[src/design/mest_pkg.sv]
`default_nettype none
package mest_pkg;

  localparam int unsigned ADDR_W    = 8;
  localparam int unsigned DATA_W    = 8;
  localparam int unsigned FIELD_W   = 4;

  localparam logic [7:0] OFS_CLAMP_RELEASE_TIME = 8'h34;
  localparam logic [7:0] OFS_SUPPLY_SWITCH_TIME = 8'h35;
  localparam logic [7:0] OFS_DRIVER_STOP_TIME   = 8'h36;
  localparam logic [7:0] OFS_CLAMP_CONNECT_TIME = 8'h37;
  localparam logic [7:0] OFS_DRIVING_RES_TIME   = 8'h38;
  localparam logic [7:0] OFS_SEQ_STATUS         = 8'h3F;

  localparam logic [3:0] FIELD_RST = 4'h0;
  localparam logic [7:0] READ_ZERO = 8'h00;
  localparam logic [3:0] CNT_MAX   = 4'hF;

  // status register bit positions
  localparam int unsigned STAT_MODULATE = 0;
  localparam int unsigned STAT_RECOVER  = 1;
  localparam int unsigned STAT_CLAMP    = 2;
  localparam int unsigned STAT_MOD_RAIL = 3;
  localparam int unsigned STAT_MOD_RES  = 4;
  localparam int unsigned STAT_DRV_STOP = 5;

  typedef enum logic [1:0] {
    MEST_IDLE,
    MEST_MODULATE,
    MEST_RECOVER
  } mest_phase_t;

endpackage
`default_nettype wire

[src/design/mest_seq_if.sv]
`timescale 1ns/1ps
`default_nettype none
interface mest_seq_if;
  import mest_pkg::*;
  mest_phase_t        phase;
  logic [FIELD_W-1:0] cnt;

  modport counter (output phase, output cnt);
  modport user    (input phase, input cnt);
endinterface
`default_nettype wire

[src/design/mest_top.sv]
//////////////////////////////////////////////////////////////////////////////
//////////////////////////////////////////////////////////////////////////////
//
// Local design decision: the plain strobed port.
`timescale 1ns/1ps
`default_nettype none
module mest_top
  import mest_pkg::*;
(
  input  wire logic              ref_clk,
  input  wire logic              rst,
  input  wire logic [ADDR_W-1:0] reg_addr,
  input  wire logic [DATA_W-1:0] reg_wdata,
  input  wire logic              reg_wr,
  input  wire logic              reg_rd,
  output logic      [DATA_W-1:0] reg_rdata,
  input  wire logic              mod_active,
  input  wire logic              carrier_tick,
  output logic                   clamp_closed,
  output logic                   drv_on_mod_rail,
  output logic                   drv_mod_resistance,
  output logic                   drv_stopped
);

  //////////////////////////////////////////////////////////////////////////////
  // timing fields

  logic [FIELD_W-1:0] clamp_release_delay_ff;
  logic [FIELD_W-1:0] modulation_start_delay_ff;
  logic [FIELD_W-1:0] first_resistance_change_delay_ff;
  logic [FIELD_W-1:0] driver_stop_delay_ff;
  logic [FIELD_W-1:0] return_to_rf_delay_ff;
  logic [FIELD_W-1:0] clamp_connect_delay_ff;
  logic [FIELD_W-1:0] second_resistance_change_delay_ff;
  logic [DATA_W-1:0]  rdata_ff;
  logic [DATA_W-1:0]  nxt_rdata;
  logic               clamp_closed_ff;
  logic               drv_on_mod_rail_ff;
  logic               drv_mod_resistance_ff;
  logic               drv_stopped_ff;
  logic               in_mod;
  logic               in_rec;

  mest_seq_if seq ();

  mest_period_counter u_counter (
    .ref_clk      (ref_clk),
    .rst          (rst),
    .mod_active   (mod_active),
    .carrier_tick (carrier_tick),
    .seq          (seq.counter)
  );

  function automatic logic hit(input mest_phase_t ph, input mest_phase_t want,
                               input logic [FIELD_W-1:0] cnt,
                               input logic [FIELD_W-1:0] field);
    hit = (ph == want) && (cnt == field);
  endfunction

  //////////////////////////////////////////////////////////////////////////////
  // register writes; reserved nibbles are not stored, so they read zero

  function automatic logic wr_sel(input logic              wr,
                                  input logic [ADDR_W-1:0] addr,
                                  input logic [ADDR_W-1:0] ofs);
    wr_sel = wr && (addr == ofs);
  endfunction

  always_ff @(posedge ref_clk) begin
    if (rst) begin
      clamp_release_delay_ff <= FIELD_RST;
    end else if (wr_sel(reg_wr, reg_addr, OFS_CLAMP_RELEASE_TIME)) begin
      clamp_release_delay_ff <= reg_wdata[3:0];
    end
  end

  // start and first resistance share one byte and always move together
  always_ff @(posedge ref_clk) begin
    if (rst) begin
      modulation_start_delay_ff        <= FIELD_RST;
      first_resistance_change_delay_ff <= FIELD_RST;
    end else if (wr_sel(reg_wr, reg_addr, OFS_SUPPLY_SWITCH_TIME)) begin
      modulation_start_delay_ff        <= reg_wdata[7:4];
      first_resistance_change_delay_ff <= reg_wdata[3:0];
    end
  end

  always_ff @(posedge ref_clk) begin
    if (rst) begin
      driver_stop_delay_ff  <= FIELD_RST;
      return_to_rf_delay_ff <= FIELD_RST;
    end else if (wr_sel(reg_wr, reg_addr, OFS_DRIVER_STOP_TIME)) begin
      driver_stop_delay_ff  <= reg_wdata[7:4];
      return_to_rf_delay_ff <= reg_wdata[3:0];
    end
  end

  always_ff @(posedge ref_clk) begin
    if (rst) begin
      clamp_connect_delay_ff <= FIELD_RST;
    end else if (wr_sel(reg_wr, reg_addr, OFS_CLAMP_CONNECT_TIME)) begin
      clamp_connect_delay_ff <= reg_wdata[3:0];
    end
  end

  // a field written mid-period acts at once, so a match already passed is lost
  always_ff @(posedge ref_clk) begin
    if (rst) begin
      second_resistance_change_delay_ff <= FIELD_RST;
    end else if (wr_sel(reg_wr, reg_addr, OFS_DRIVING_RES_TIME)) begin
      second_resistance_change_delay_ff <= reg_wdata[7:4];
    end
  end

  //////////////////////////////////////////////////////////////////////////////
  // register reads: data valid only in the cycle after the strobe

  always_comb begin
    nxt_rdata = READ_ZERO;
    if (reg_rd) begin
      unique case (reg_addr)
        OFS_CLAMP_RELEASE_TIME: nxt_rdata = {4'h0, clamp_release_delay_ff};
        OFS_SUPPLY_SWITCH_TIME:
          nxt_rdata = {modulation_start_delay_ff, first_resistance_change_delay_ff};
        OFS_DRIVER_STOP_TIME:   nxt_rdata = {driver_stop_delay_ff, return_to_rf_delay_ff};
        OFS_CLAMP_CONNECT_TIME: nxt_rdata = {4'h0, clamp_connect_delay_ff};
        OFS_DRIVING_RES_TIME:   nxt_rdata = {second_resistance_change_delay_ff, 4'h0};
        // status is read-only; a write to its offset lands nowhere
        OFS_SEQ_STATUS: begin
          nxt_rdata[STAT_MODULATE] = in_mod;
          nxt_rdata[STAT_RECOVER]  = in_rec;
          nxt_rdata[STAT_CLAMP]    = clamp_closed_ff;
          nxt_rdata[STAT_MOD_RAIL] = drv_on_mod_rail_ff;
          nxt_rdata[STAT_MOD_RES]  = drv_mod_resistance_ff;
          nxt_rdata[STAT_DRV_STOP] = drv_stopped_ff;
        end
        default: nxt_rdata = READ_ZERO;
      endcase
    end
  end

  // reads have no side effects, so software may poll the status freely
  always_ff @(posedge ref_clk) begin
    if (rst) begin
      rdata_ff <= READ_ZERO;
    end else begin
      rdata_ff <= nxt_rdata;
    end
  end

  // phase decode shared by the status view and the stop release
  assign in_mod = (seq.phase == MEST_MODULATE);
  assign in_rec = (seq.phase == MEST_RECOVER);

  //////////////////////////////////////////////////////////////////////////////
  // driver controls; open clamp while idle is unsafe, so it closes at reset

  always_ff @(posedge ref_clk) begin
    if (rst) begin
      clamp_closed_ff <= 1'b1;
    end else if (hit(seq.phase, MEST_MODULATE, seq.cnt, clamp_release_delay_ff)) begin
      clamp_closed_ff <= 1'b0;
    end else if (hit(seq.phase, MEST_RECOVER, seq.cnt, clamp_connect_delay_ff)) begin
      clamp_closed_ff <= 1'b1;
    end
  end

  // a start time above the release time would drive the open rail late; the
  // host keeps it in order, the logic just follows the fields
  always_ff @(posedge ref_clk) begin
    if (rst) begin
      drv_on_mod_rail_ff <= 1'b0;
    end else if (hit(seq.phase, MEST_MODULATE, seq.cnt, modulation_start_delay_ff)) begin
      drv_on_mod_rail_ff <= 1'b1;
    end else if (hit(seq.phase, MEST_RECOVER, seq.cnt, return_to_rf_delay_ff)) begin
      drv_on_mod_rail_ff <= 1'b0;
    end
  end

  always_ff @(posedge ref_clk) begin
    if (rst) begin
      drv_mod_resistance_ff <= 1'b0;
    end else if (hit(seq.phase, MEST_MODULATE, seq.cnt,
                     first_resistance_change_delay_ff)) begin
      drv_mod_resistance_ff <= 1'b1;
    end else if (hit(seq.phase, MEST_RECOVER, seq.cnt,
                     second_resistance_change_delay_ff)) begin
      drv_mod_resistance_ff <= 1'b0;
    end
  end

  // the stop lasts only for the modulation period itself
  always_ff @(posedge ref_clk) begin
    if (rst) begin
      drv_stopped_ff <= 1'b0;
    end else if (hit(seq.phase, MEST_MODULATE, seq.cnt, driver_stop_delay_ff)) begin
      drv_stopped_ff <= 1'b1;
    end else if (!in_mod) begin
      drv_stopped_ff <= 1'b0;
    end
  end

  assign reg_rdata          = rdata_ff;
  assign clamp_closed       = clamp_closed_ff;
  assign drv_on_mod_rail    = drv_on_mod_rail_ff;
  assign drv_mod_resistance = drv_mod_resistance_ff;
  assign drv_stopped        = drv_stopped_ff;

endmodule // mest_top
`default_nettype wire

[src/design/mest_period_counter.sv]
`timescale 1ns/1ps
`default_nettype none
module mest_period_counter
  import mest_pkg::*;
(
  input  wire logic    ref_clk,
  input  wire logic    rst,
  input  wire logic    mod_active,
  input  wire logic    carrier_tick,
  mest_seq_if.counter  seq
);

  logic               mod_q_ff;
  mest_phase_t        phase_ff;
  logic [FIELD_W-1:0] cnt_ff;

  always_ff @(posedge ref_clk) begin
    if (rst) begin
      mod_q_ff <= 1'b0;
    end else begin
      mod_q_ff <= mod_active;
    end
  end

  // counter restarts at each edge of the modulation period
  always_ff @(posedge ref_clk) begin
    if (rst) begin
      phase_ff <= MEST_IDLE;
      cnt_ff   <= FIELD_RST;
    end else if (mod_active && !mod_q_ff) begin
      phase_ff <= MEST_MODULATE;
      cnt_ff   <= FIELD_RST;
    end else if (!mod_active && mod_q_ff) begin
      phase_ff <= MEST_RECOVER;
      cnt_ff   <= FIELD_RST;
    end else if (carrier_tick) begin
      if (cnt_ff != CNT_MAX) begin
        cnt_ff <= cnt_ff + 4'h1;
      end else if (phase_ff == MEST_RECOVER) begin
        // recovery ends once every 4-bit time has been passed
        phase_ff <= MEST_IDLE;
      end
    end
  end

  assign seq.phase = phase_ff;
  assign seq.cnt   = cnt_ff;

endmodule // mest_period_counter
`default_nettype wire

[config.mk]
export PLATFORM = sky130hd
export DESIGN_NAME = mest_top
export DESIGN_NICKNAME = d
export VERILOG_FILES = /design/src/design/mest_pkg.sv /design/src/design/mest_seq_if.sv /design/src/design/mest_top.sv /design/src/design/mest_period_counter.sv
export SDC_FILE = /design/constraint.sdc
export NUM_CORES = 1
export LEC_CHECK = 0
export BUFFER_PORTS_ARGS = -buffer_cell sky130_fd_sc_hd__buf_2
export CELL_PAD_IN_SITES_DETAIL_PLACEMENT = 1
export CELL_PAD_IN_SITES_GLOBAL_PLACEMENT = 2
export CORE_UTILIZATION = 37
export CTS_BUF_LIST = sky130_fd_sc_hd__clkbuf_8
export CTS_CLUSTER_SIZE = 25
export DETAILED_ROUTE_END_ITERATION = 8
export PLACE_DENSITY = 0.88
export SYNTH_ARGS = -nofsm -noshare
export SYNTH_HDL_FRONTEND = slang
export SYNTH_HIERARCHICAL = 1
export SYNTH_SLANG_ARGS = --single-unit
[constraint.sdc]
create_clock -name ref_clk -period 1.9 [get_ports ref_clk]
set_input_delay 0 -clock ref_clk [delete_from_list [all_inputs] [get_ports ref_clk]]
set_output_delay 0 -clock ref_clk [all_outputs]
set_load 0.05 [all_outputs]
==> results of run 1 <==
[Yosys cell counts, drive strengths merged, types with 2 or more instances]
cell type  instances  area [sq um]
a21oi             10          50.1
a22o               3          26.3
mux4               4          90.1
nand3b             4          42.5
clkbuf             5          18.8
and3               2          17.5
o21ai              8          40.0
dfxtp             47           941
or3                3          23.8
nand4              4          25.0
a31oi              4          25.0
inv                6          22.5
xor2               9          78.8
nand2             10          40.0
nand3              9          45.0
mux2i             24           240
nor4b              2          23.8
nor2b              2          12.5
a22oi              5          37.5
nor3               8          67.6
buf                7          37.5
nor4               2          27.5
nor2              38           143
xnor2             19           166
nand2b             3          18.8
ha                 3          37.5
[state kept, by name, summed over array words and instances, names as in the netlist, 2 cells and up]
signal,cells
return_to_rf_delay_ff,4
driver_stop_delay_ff,4
clamp_release_delay_ff,4
u_counter/seq.phase,2
second_resistance_change_delay_ff,4
u_counter/seq.cnt,4
modulation_start_delay_ff,4
clamp_connect_delay_ff,4
first_resistance_change_delay_ff,4
reg_rdata,8
[where the power goes]
part / total [mW] / switching, mW / internal, mW
registers: 1.02 / 0.0217 / 1.00
logic: 0.210 / 0.129 / 0.0806
clock network: 0.593 / 0.340 / 0.252
total: 1.82 / 0.491 / 1.33
[routing by layer]
metal / routed length (um) / vias up / track usage [%]
met4: 59 / 0 / 4.86
met2: 2890 / 25 / 31.1
met3: 186 / 6 / 3.98
met5: 0 / - / 0
li1: - / 992 / -
met1: 3130 / 968 / 26.1
[area by class of cell]
| type | instances | area [sq um] | area share (%) |
|---|---|---|---|
| clock buffer | 5 | 68.8 | 2.41 |
| clock inverter | 3 | 16.3 | 0.569 |
| inverter | 6 | 22.5 | 0.788 |
| multi-input combinational | 191 | 1430 | 50.0 |
| sequential | 47 | 941 | 32.9 |
| tap | 77 | 96.3 | 3.37 |
| timing repair buffer | 46 | 283 | 9.90 |
[kinds of logic after synthesis]
| logic type | share of synthesized area, % |
|---|---|
| adders and majority gates | 1.53 |
| and+or+nand+nor | 23.9 |
| buffers and inverters | 3.22 |
| AOI/OAI and AO/OA | 9.40 |
| xor gates and xnor gates | 10.0 |
| DFF | 38.4 |
| muxes | 13.5 |
[path summary, 6_finish.rpt]
| check | slack (ns) | to | from |
|---|---|---|---|
| hold / removal | 0.003 | modulation_start_delay_ff[0] | reg_wdata[4] |
| setup reg to reg | 0.36 | u_counter/seq.cnt[0] | u_counter/seq.cnt[0] |
| hold reg to reg | 0.51 | second_resistance_change_delay_ff[3] | second_resistance_change_delay_ff[3] |
| setup / recovery | 0.36 | u_counter/seq.cnt[0] | u_counter/seq.cnt[0] |
[repair_timing]
action                                  in CTS  in global routing
hold buffers                                 8                  0
hold endpoints to repair                    16                  0
endpoints found under the setup margin       0                  0
resized for setup                            0                  0
[worst max-delay path, cell delays in order, from the launching register on]
cell                      delay [ns]
sky130_fd_sc_hd__dfxtp_1        0.48
sky130_fd_sc_hd__ha_1           0.32
sky130_fd_sc_hd__and3_4         0.20
sky130_fd_sc_hd__or3_1          0.31
sky130_fd_sc_hd__a21oi_1        0.15
[metrics by stage]
| step | cell area (sq um) | instances |
|---|---|---|
| detailed placement | 2690 | 359 |
| floorplan | 2450 | 256 |
| global route | 2860 | 375 |
| CTS | 2860 | 375 |
| finish | 2860 | 375 |
| global placement | 2690 | 359 |
==> impl_metrics.tcl, run 1 <==
set metrics [dict create \
    rsz_0062_raised_after_global_routing "false" \
    share_of_the_yosys_chip_area_belonging_to_registers_pct 38.4 \
    peakVddDrop_mv 0.560 \
    grt.total_usage_pct 19.2 \
    avgSynthCellArea_sq_um 9.56 \
    drt_iter0_drc 71 \
    fillCellCount 751 \
    antenna_cells 0 \
    timing.final.ws_setup_ns 0.365 \
    hp-class "input pin to register" \
    synth_area_sq_mm 0.00245 \
    effective_utilization_at_floorplan_pct 38.3 \
    synth.ff_latch_count 47 \
    cts_inserted_buffers 5 \
    power_leakage_nw 1.07 \
    drv.max_cap_violation_count 0 \
    synth-edff-count 0 \
    post_dr_wirelength_cell_um 16.7 \
    most_common_library_cell_in_the_layout_ignoring_fill_and_taps "sky130_fd_sc_hd__dfxtp_1" \
    wire_length_of_the_first_global_routing_pass_um 10600 \
    ctsLongestPathBuffers 2 \
    total_power_mw 1.82 \
    total_nets_after_synthesis 281 \
    end_kind "register" \
    drt_wl_total_um 6270 \
    clock_insertion_delay_worst_skew_ns 0.30 \
    drive_above_1_share_pct 21.1 \
    max_clock_freq_ghz 0.651 \
    synthToLayoutAreaGrowth_pct 16.7 \
    timing.final.max_slew_violations 0 \
    die_height_um 83.4 \
    max_slew_margin_vs_limit_pct 65.6 \
    post-route-drc-count 0 \
    final_min_period_over_clock_period_pct 80.8 \
    antenna_violations_before_repair 0 \
    finalHoldViolations 0 \
    number_of_global_route_vias_before_repair 2075 \
    postSynth.asyncResetShare_pct 0 \
    chipWidth_um 83.4 \
    final_nets 322 \
    core.rowCount 29 \
    postCtsSetupRepairBufs 0 \
    cp_data_arrival_time_ns 1.77 \
    post_synth_num_cell_types 52 \
    critical_path.startpoint_type "register" \
    outcome "complete, no violations" \
    fin_util_pct 44.7 \
    fin_skew_ns 0.00509 \
    fin_hold_ws_ns 0.00319 \
    io_buffers 33 \
    core_footprint_sq_mm 0.00639 \
    clk_root_buffer_cell "sky130_fd_sc_hd__clkbuf_8" \
    worst_pin_slew_ns 0.515 \
    data_required_time_of_the_worst_path_ns 2.13 \
    period_minus_slack_ns 1.54 \
    cts_sink_cnt 47 \
    htree_num_levels 2 \
    clkSlewWorstSetupHoldPaths_ns 0.09 \
    synth-main-ff-cell "sky130_fd_sc_hd__dfxtp_1" \
    clock_tree_from_tritoncts "built" \
    layout_common_cells "sky130_fd_sc_hd__dfxtp_1, sky130_fd_sc_hd__nor2_1, sky130_fd_sc_hd__buf_2, sky130_fd_sc_hd__mux2i_1, sky130_fd_sc_hd__xnor2_1" \
    critical_path_class "register to register" \
    place.gp.congestion 0.770 \
    post-dp-hpwl_um 4770 \
    postSynthCellCount 256 \
    yosysWarningCount 6 \
    setup_viol_count_final 0 \
    overflow 0 \
    route.antenna.remaining_nets 0 \
    die_footprint_sq_mm 0.00695 \
    pre_cts_slack_ns 0.367 \
    power_per_standard_cell_area_mw_per_mm2 639 \
    whs_path_depth 3 \
    critical_path.max_fanout 11 \
    vias_per_cell 5.31 \
    num_vias 1991 \
    fin_tns_setup_ns 0 \
    drt-pass1-iter-count 4 \
    io-pin-count 34 \
    ff2ff_path_depth 4 \
    grt_max_degree 34 \
]
(Power assumes the default switching activity.)
==> inputs of run 2 (changes only) <==
==> constraint.sdc (replaced) <==
create_clock -name ref_clk -period 1.5 [get_ports ref_clk]
set_input_delay 0 -clock ref_clk [delete_from_list [all_inputs] [get_ports ref_clk]]
set_output_delay 0 -clock ref_clk [all_outputs]
set_load 0.05 [all_outputs]
==> run 2 against run 1 <==
  * Worst setup slack worse by 0.20 ns
  * Die area stayed put
  * Combinational power rose by 34%
  * Via count grew 3.0%
  * Sequential power rose by 26%
  * Highest routed layer unchanged
  * Hold slack better by 0.011 ns
==> impl_metrics.tcl, run 2 (synthesis results as in run 1) <==
set metrics [dict create \
    holdCritStartpoint "carrier_tick" \
    power_per_standard_cell_area_mw_per_mm2 795 \
    grt_use_met1_pct 25.9 \
    max_slew_margin_vs_limit_pct 70.1 \
    global_route.usage.met3_pct 3.28 \
    io-pin-count 34 \
    core_footprint_sq_mm 0.00639 \
    fin_tns_setup_ns 0 \
    fin_skew_ns 0.00691 \
    cts_inserted_buffers 5 \
    vias_per_cell 5.37 \
    setup_viol_count_final 0 \
    outcome "complete, no violations" \
    reg2reg_setup_slack_ns 0.16 \
    critical_path_class "register to register" \
    capture_endpoint_of_the_worst_hold_path "u_counter/seq.cnt[1]" \
    antenna_violations_before_repair 0 \
    grt_max_degree 32 \
    overflow 0 \
    wire_length_of_the_first_global_routing_pass_um 10600 \
    most_common_library_cell_in_the_layout_ignoring_fill_and_taps "sky130_fd_sc_hd__dfxtp_1" \
    power_leakage_nw 1.12 \
    io_buffers 33 \
    rsz_0062_raised_after_global_routing "false" \
    clock_insertion_delay_worst_skew_ns 0.30 \
    cp_data_arrival_time_ns 1.56 \
    finalHoldViolations 0 \
    antenna_cells 0 \
    crit_path_cell_trace "ha_1 -> and3_4 -> or3_1 -> a21oi_1" \
    clk_root_buffer_cell "sky130_fd_sc_hd__clkbuf_8" \
    clock_tree_from_tritoncts "built" \
    largest_register_ffs 8 \
    final_nets 330 \
    post-route-drc-count 0 \
    total_power_mw 2.35 \
    layout_common_cells "sky130_fd_sc_hd__dfxtp_1, sky130_fd_sc_hd__nor2_1, sky130_fd_sc_hd__buf_2, sky130_fd_sc_hd__mux2i_1, sky130_fd_sc_hd__xnor2_1" \
    post_dr_wirelength_cell_um 16.5 \
    cts_sink_cnt 47 \
    number_of_global_route_vias_before_repair 2083 \
    postCtsSetupRepairBufs 0 \
    cp_max_delay_cell "sky130_fd_sc_hd__dfxtp_2" \
    critical_path.max_fanout 6 \
    timing.final.max_slew_violations 0 \
    drt_wl_total_um 6300 \
    end_kind "register" \
    chipWidth_um 83.4 \
    global_route.usage.met2_pct 30.6 \
    grt.total_usage_pct 19.3 \
    drt-pass1-iter-count 4 \
    clkSlewWorstSetupHoldPaths_ns 0.08 \
    post-dp-hpwl_um 4810 \
    drt_iter0_drc 74 \
    hp-class "input pin to register" \
    worst_r2r_startpoint "u_counter/seq.cnt[0]" \
    worst_pin_slew_ns 0.446 \
    core.rowCount 29 \
    drv.max_cap_violation_count 0 \
    htree_num_levels 2 \
    data_required_time_of_the_worst_path_ns 1.73 \
    ctsLongestPathBuffers 2 \
    crit_path_max_incr_delay_ns 0.36 \
    effective_utilization_at_floorplan_pct 38.3 \
    global_route.peak_usage_layer "met2" \
    die_footprint_sq_mm 0.00695 \
    place.gp.congestion 0.773 \
    die_height_um 83.4 \
    critical_path.startpoint_type "register" \
    drive_above_1_share_pct 23.3 \
    whs_path_depth 3 \
    max_clock_freq_ghz 0.748 \
    num_vias 2050 \
    peakVddDrop_mv 0.406 \
    ff2ff_path_depth 4 \
    final_min_period_over_clock_period_pct 89.2 \
    route.antenna.remaining_nets 0 \
    reg_to_reg_critical_path_endpoint "u_counter/seq.cnt[0]" \
    period_minus_slack_ns 1.34 \
    synthToLayoutAreaGrowth_pct 20.5 \
]
-- run 2: routing by layer --
metal	share of wire [%]	up-vias	wire length [um]
met5	0	-	0
met4	1.9	0	119
li1	-	1001	-
met3	2.8	9	177
met1	48	1009	3040
met2	47	31	2970
-- run 2: area by class of cell --
type | instances | area (sq um)
clock buffer | 6 | 82.6
inverter | 6 | 22.5
tap | 77 | 96.3
sequential | 47 | 943
clock inverter | 1 | 5.00
timing repair buffer | 54 | 373
multi-input combinational | 191 | 1430
fill | 758 | 3430
-- run 2: worst max-delay path by stage --
stage	depth (start not counted)	slack [ns]	end	start
finish	4	0.16	u_counter/seq.cnt[0]	u_counter/seq.cnt[0]
global route	5	0.06	drv_mod_resistance	u_counter/seq.cnt[1]
CTS	4	0.1	drv_mod_resistance	u_counter/seq.cnt[3]
detailed placement	6	0.12	driver_stop_delay_ff[0]	reg_addr[1]
global placement	4	0.16	drv_mod_resistance	u_counter/seq.cnt[3]
floorplan	5	0.15	drv_on_mod_rail	u_counter/seq.cnt[0]
-- run 2: what timing repair did --
action                                  4_1_cts  5_1_grt
endpoints found under the setup margin        0        1
endpoints found under the hold margin        21        0
resized for setup                             0        3
hold buffers                                 10        0
-- run 2: critical path: cells and delay by family, from the launching register on --
kind                     cells  cell delay [ns]
AND/OR/NAND/NOR              2             0.53
flip-flops                   1             0.36
adder cells (fa/ha/maj)      1             0.24
AO/OA/AOI/OAI                1             0.14
-- run 2: per-stage QoR --
step	utilization [%]	std cells	hold slack [ns]	area (sq um)	worst slack (ns)
2_1_floorplan	-	256	0.0667	2450	0.145
3_3_place_gp	43.2	365	0.206	2760	0.156
3_5_place_dp	43.2	365	0.218	2760	0.118
4_1_cts	46.2	382	0.00687	2950	0.0973
5_1_grt	46.2	382	0.0147	2950	0.0625
6_report	46.2	382	0.0142	2950	0.162
-- run 2: where the power goes --
part / internal [mW] / switching, mW
Combinational: 0.110 / 0.172
Sequential: 1.27 / 0.0212
Clock: 0.362 / 0.414
==> inputs of run 3 (changes only) <==
--- a/config.mk
+++ b/config.mk
@@ -8,11 +8,11 @@
 export BUFFER_PORTS_ARGS = -buffer_cell sky130_fd_sc_hd__buf_2
 export CELL_PAD_IN_SITES_DETAIL_PLACEMENT = 1
 export CELL_PAD_IN_SITES_GLOBAL_PLACEMENT = 2
-export CORE_UTILIZATION = 37
+export CORE_UTILIZATION = 36
 export CTS_BUF_LIST = sky130_fd_sc_hd__clkbuf_8
 export CTS_CLUSTER_SIZE = 25
 export DETAILED_ROUTE_END_ITERATION = 8
-export PLACE_DENSITY = 0.88
+export PLACE_DENSITY = 0.86
 export SYNTH_ARGS = -nofsm -noshare
 export SYNTH_HDL_FRONTEND = slang
 export SYNTH_HIERARCHICAL = 1
==> run 3 against run 2 <==
  * Sequential share of layout area fell by 0.12 points
  * Clock-buffer cell count decreased by 1
  * Wire length increased by 4.3%
  * The run now ends with DRC left
  * Die area increased by 2.7%
  * First-iteration DRC count increased by 50%
  * Sequential power barely moved
  * Via count shrank 0.44%
==> impl_metrics.tcl, run 3 (synthesis results as in run 1) <==
set metrics [dict create \
    outcome "complete, but fails checks" \
    failing_checks "DRC" \
    total_power_mw 2.31 \
    critical_path.startpoint_type "register" \
    max_clock_freq_ghz 0.714 \
    grt_max_degree 28 \
    fin_tns_setup_ns 0 \
    period_minus_slack_ns 1.40 \
    route.antenna.remaining_nets 0 \
    final_min_period_over_clock_period_pct 93.4 \
    core.rowCount 29 \
    htree_num_levels 2 \
    cp_data_arrival_time_ns 1.64 \
    die_footprint_sq_mm 0.00714 \
    synthToLayoutAreaGrowth_pct 20.8 \
    post-place-cells 367 \
    clk_root_buffer_cell "sky130_fd_sc_hd__clkbuf_8" \
    cts_inserted_buffers 5 \
    postCtsSetupRepairBufs 0 \
    fillCellCount 762 \
    overflow 0 \
    chipWidth_um 84.5 \
    fin_skew_ns 0.00941 \
    finalHoldViolations 0 \
    place_area_sq_mm 0.00278 \
    io-pin-count 34 \
    critical_path_class "register to register" \
    fin_hold_ws_ns 0.00615 \
    post-route-drc-count 2 \
    setup_viol_count_final 0 \
    wire_length_of_the_first_global_routing_pass_um 11100 \
    most_common_library_cell_in_the_layout_ignoring_fill_and_taps "sky130_fd_sc_hd__dfxtp_1" \
    drive_above_1_share_pct 23.5 \
    effective_utilization_at_floorplan_pct 37.9 \
    post_dr_wirelength_cell_um 17.1 \
    final_cell_count_no_fill 384 \
    hp-class "input pin to register" \
    power_leakage_nw 1.14 \
    fin_util_pct 45.8 \
    cts_sink_cnt 47 \
    drt_iter0_drc 111 \
    final_nets 331 \
    drt_wl_total_um 6580 \
    clock_insertion_delay_worst_skew_ns 0.30 \
    power_per_standard_cell_area_mw_per_mm2 781 \
    cp_max_delay_cell "sky130_fd_sc_hd__dfxtp_1" \
    worst_pin_slew_ns 0.441 \
    clock_tree_from_tritoncts "built" \
    num_vias 2041 \
    crit_path_max_incr_delay_ns 0.39 \
    ctsLongestPathBuffers 2 \
    max_slew_margin_vs_limit_pct 70.6 \
    number_of_global_route_vias_before_repair 2089 \
    clkSlewWorstSetupHoldPaths_ns 0.09 \
    crit_path_cell_trace "ha_1 -> and3_4 -> or3_1 -> a21oi_1" \
    finish.instance_area_sq_mm 0.00296 \
    data_required_time_of_the_worst_path_ns 1.73 \
    grt.total_usage_pct 20.2 \
    drt-pass1-iter-count 6 \
    place.gp.congestion 0.853 \
    core_footprint_sq_mm 0.00646 \
    peakVddDrop_mv 0.306 \
    pre_cts_slack_ns 0.107 \
    vias_per_cell 5.32 \
    antenna_violations_before_repair 0 \
    largest_register_ffs 8 \
    io_buffers 33 \
    critical_path.max_fanout 5 \
    drv.max_cap_violation_count 0 \
    path_delay_family "simple AND/OR/NAND/NOR gates" \
    antenna_cells 0 \
    layout_common_cells "sky130_fd_sc_hd__dfxtp_1, sky130_fd_sc_hd__nor2_1, sky130_fd_sc_hd__buf_2, sky130_fd_sc_hd__mux2i_1, sky130_fd_sc_hd__xnor2_1" \
    timing.final.max_slew_violations 0 \
    rsz_0062_raised_after_global_routing "false" \
    timing.final.ws_setup_ns 0.0990 \
    end_kind "register" \
    die_height_um 84.5 \
    critPathBufInv 0 \
    post-dp-hpwl_um 5060 \
]
==> run 3: layer usage <==
metal	part of all wire, %	wire [um]	track usage [%]
met4	1.0	68	5.39
met1	50	3270	28.2
met5	0	0	0
met3	2.3	153	3.44
met2	47	3090	32.5
==> run 3: worst paths after layout <==
path                                             start                                    to  slack (ns)  cells after the start
setup / recovery                  u_counter/seq.cnt[0]                  u_counter/seq.cnt[0]         0.1                      4
hold / removal                            reg_wdata[0]              return_to_rf_delay_ff[0]       0.006                      3
setup reg to reg                  u_counter/seq.cnt[0]                  u_counter/seq.cnt[0]         0.1                      4
hold reg to reg   second_resistance_change_delay_ff[1]  second_resistance_change_delay_ff[1]        0.50                      2
==> run 3: worst register-to-register path, cell delays in order (launching register included) <==
cell                      delay (ns)
sky130_fd_sc_hd__dfxtp_1        0.39
sky130_fd_sc_hd__ha_1           0.27
sky130_fd_sc_hd__and3_4         0.20
sky130_fd_sc_hd__or3_1          0.31
sky130_fd_sc_hd__a21oi_1        0.16
==> run 3: power breakdown <==
part           internal (mW)  leakage, nW  total (mW)  switching [mW]
Combinational          0.108        0.708       0.281           0.173
Clock                  0.315       0.0505       0.740           0.425
Sequential              1.27        0.380        1.29          0.0239
==> run 3: area by class of cell <==
class,instances,area [sq um],share of cell area [%]
Clock buffer,5,68.8,2.33
Inverter,6,22.5,0.761
Multi-Input combinational cell,191,1440,48.6
Sequential cell,47,942,31.8
Clock inverter,3,12.5,0.423
Timing Repair Buffer,55,378,12.8
Tap cell,77,96.3,3.26
==> run 3: repair_timing <==
item,CTS,global route
hold endpoints to repair,15,0
endpoints found under the setup margin,0,2
resized for setup,0,4
hold buffers,9,0
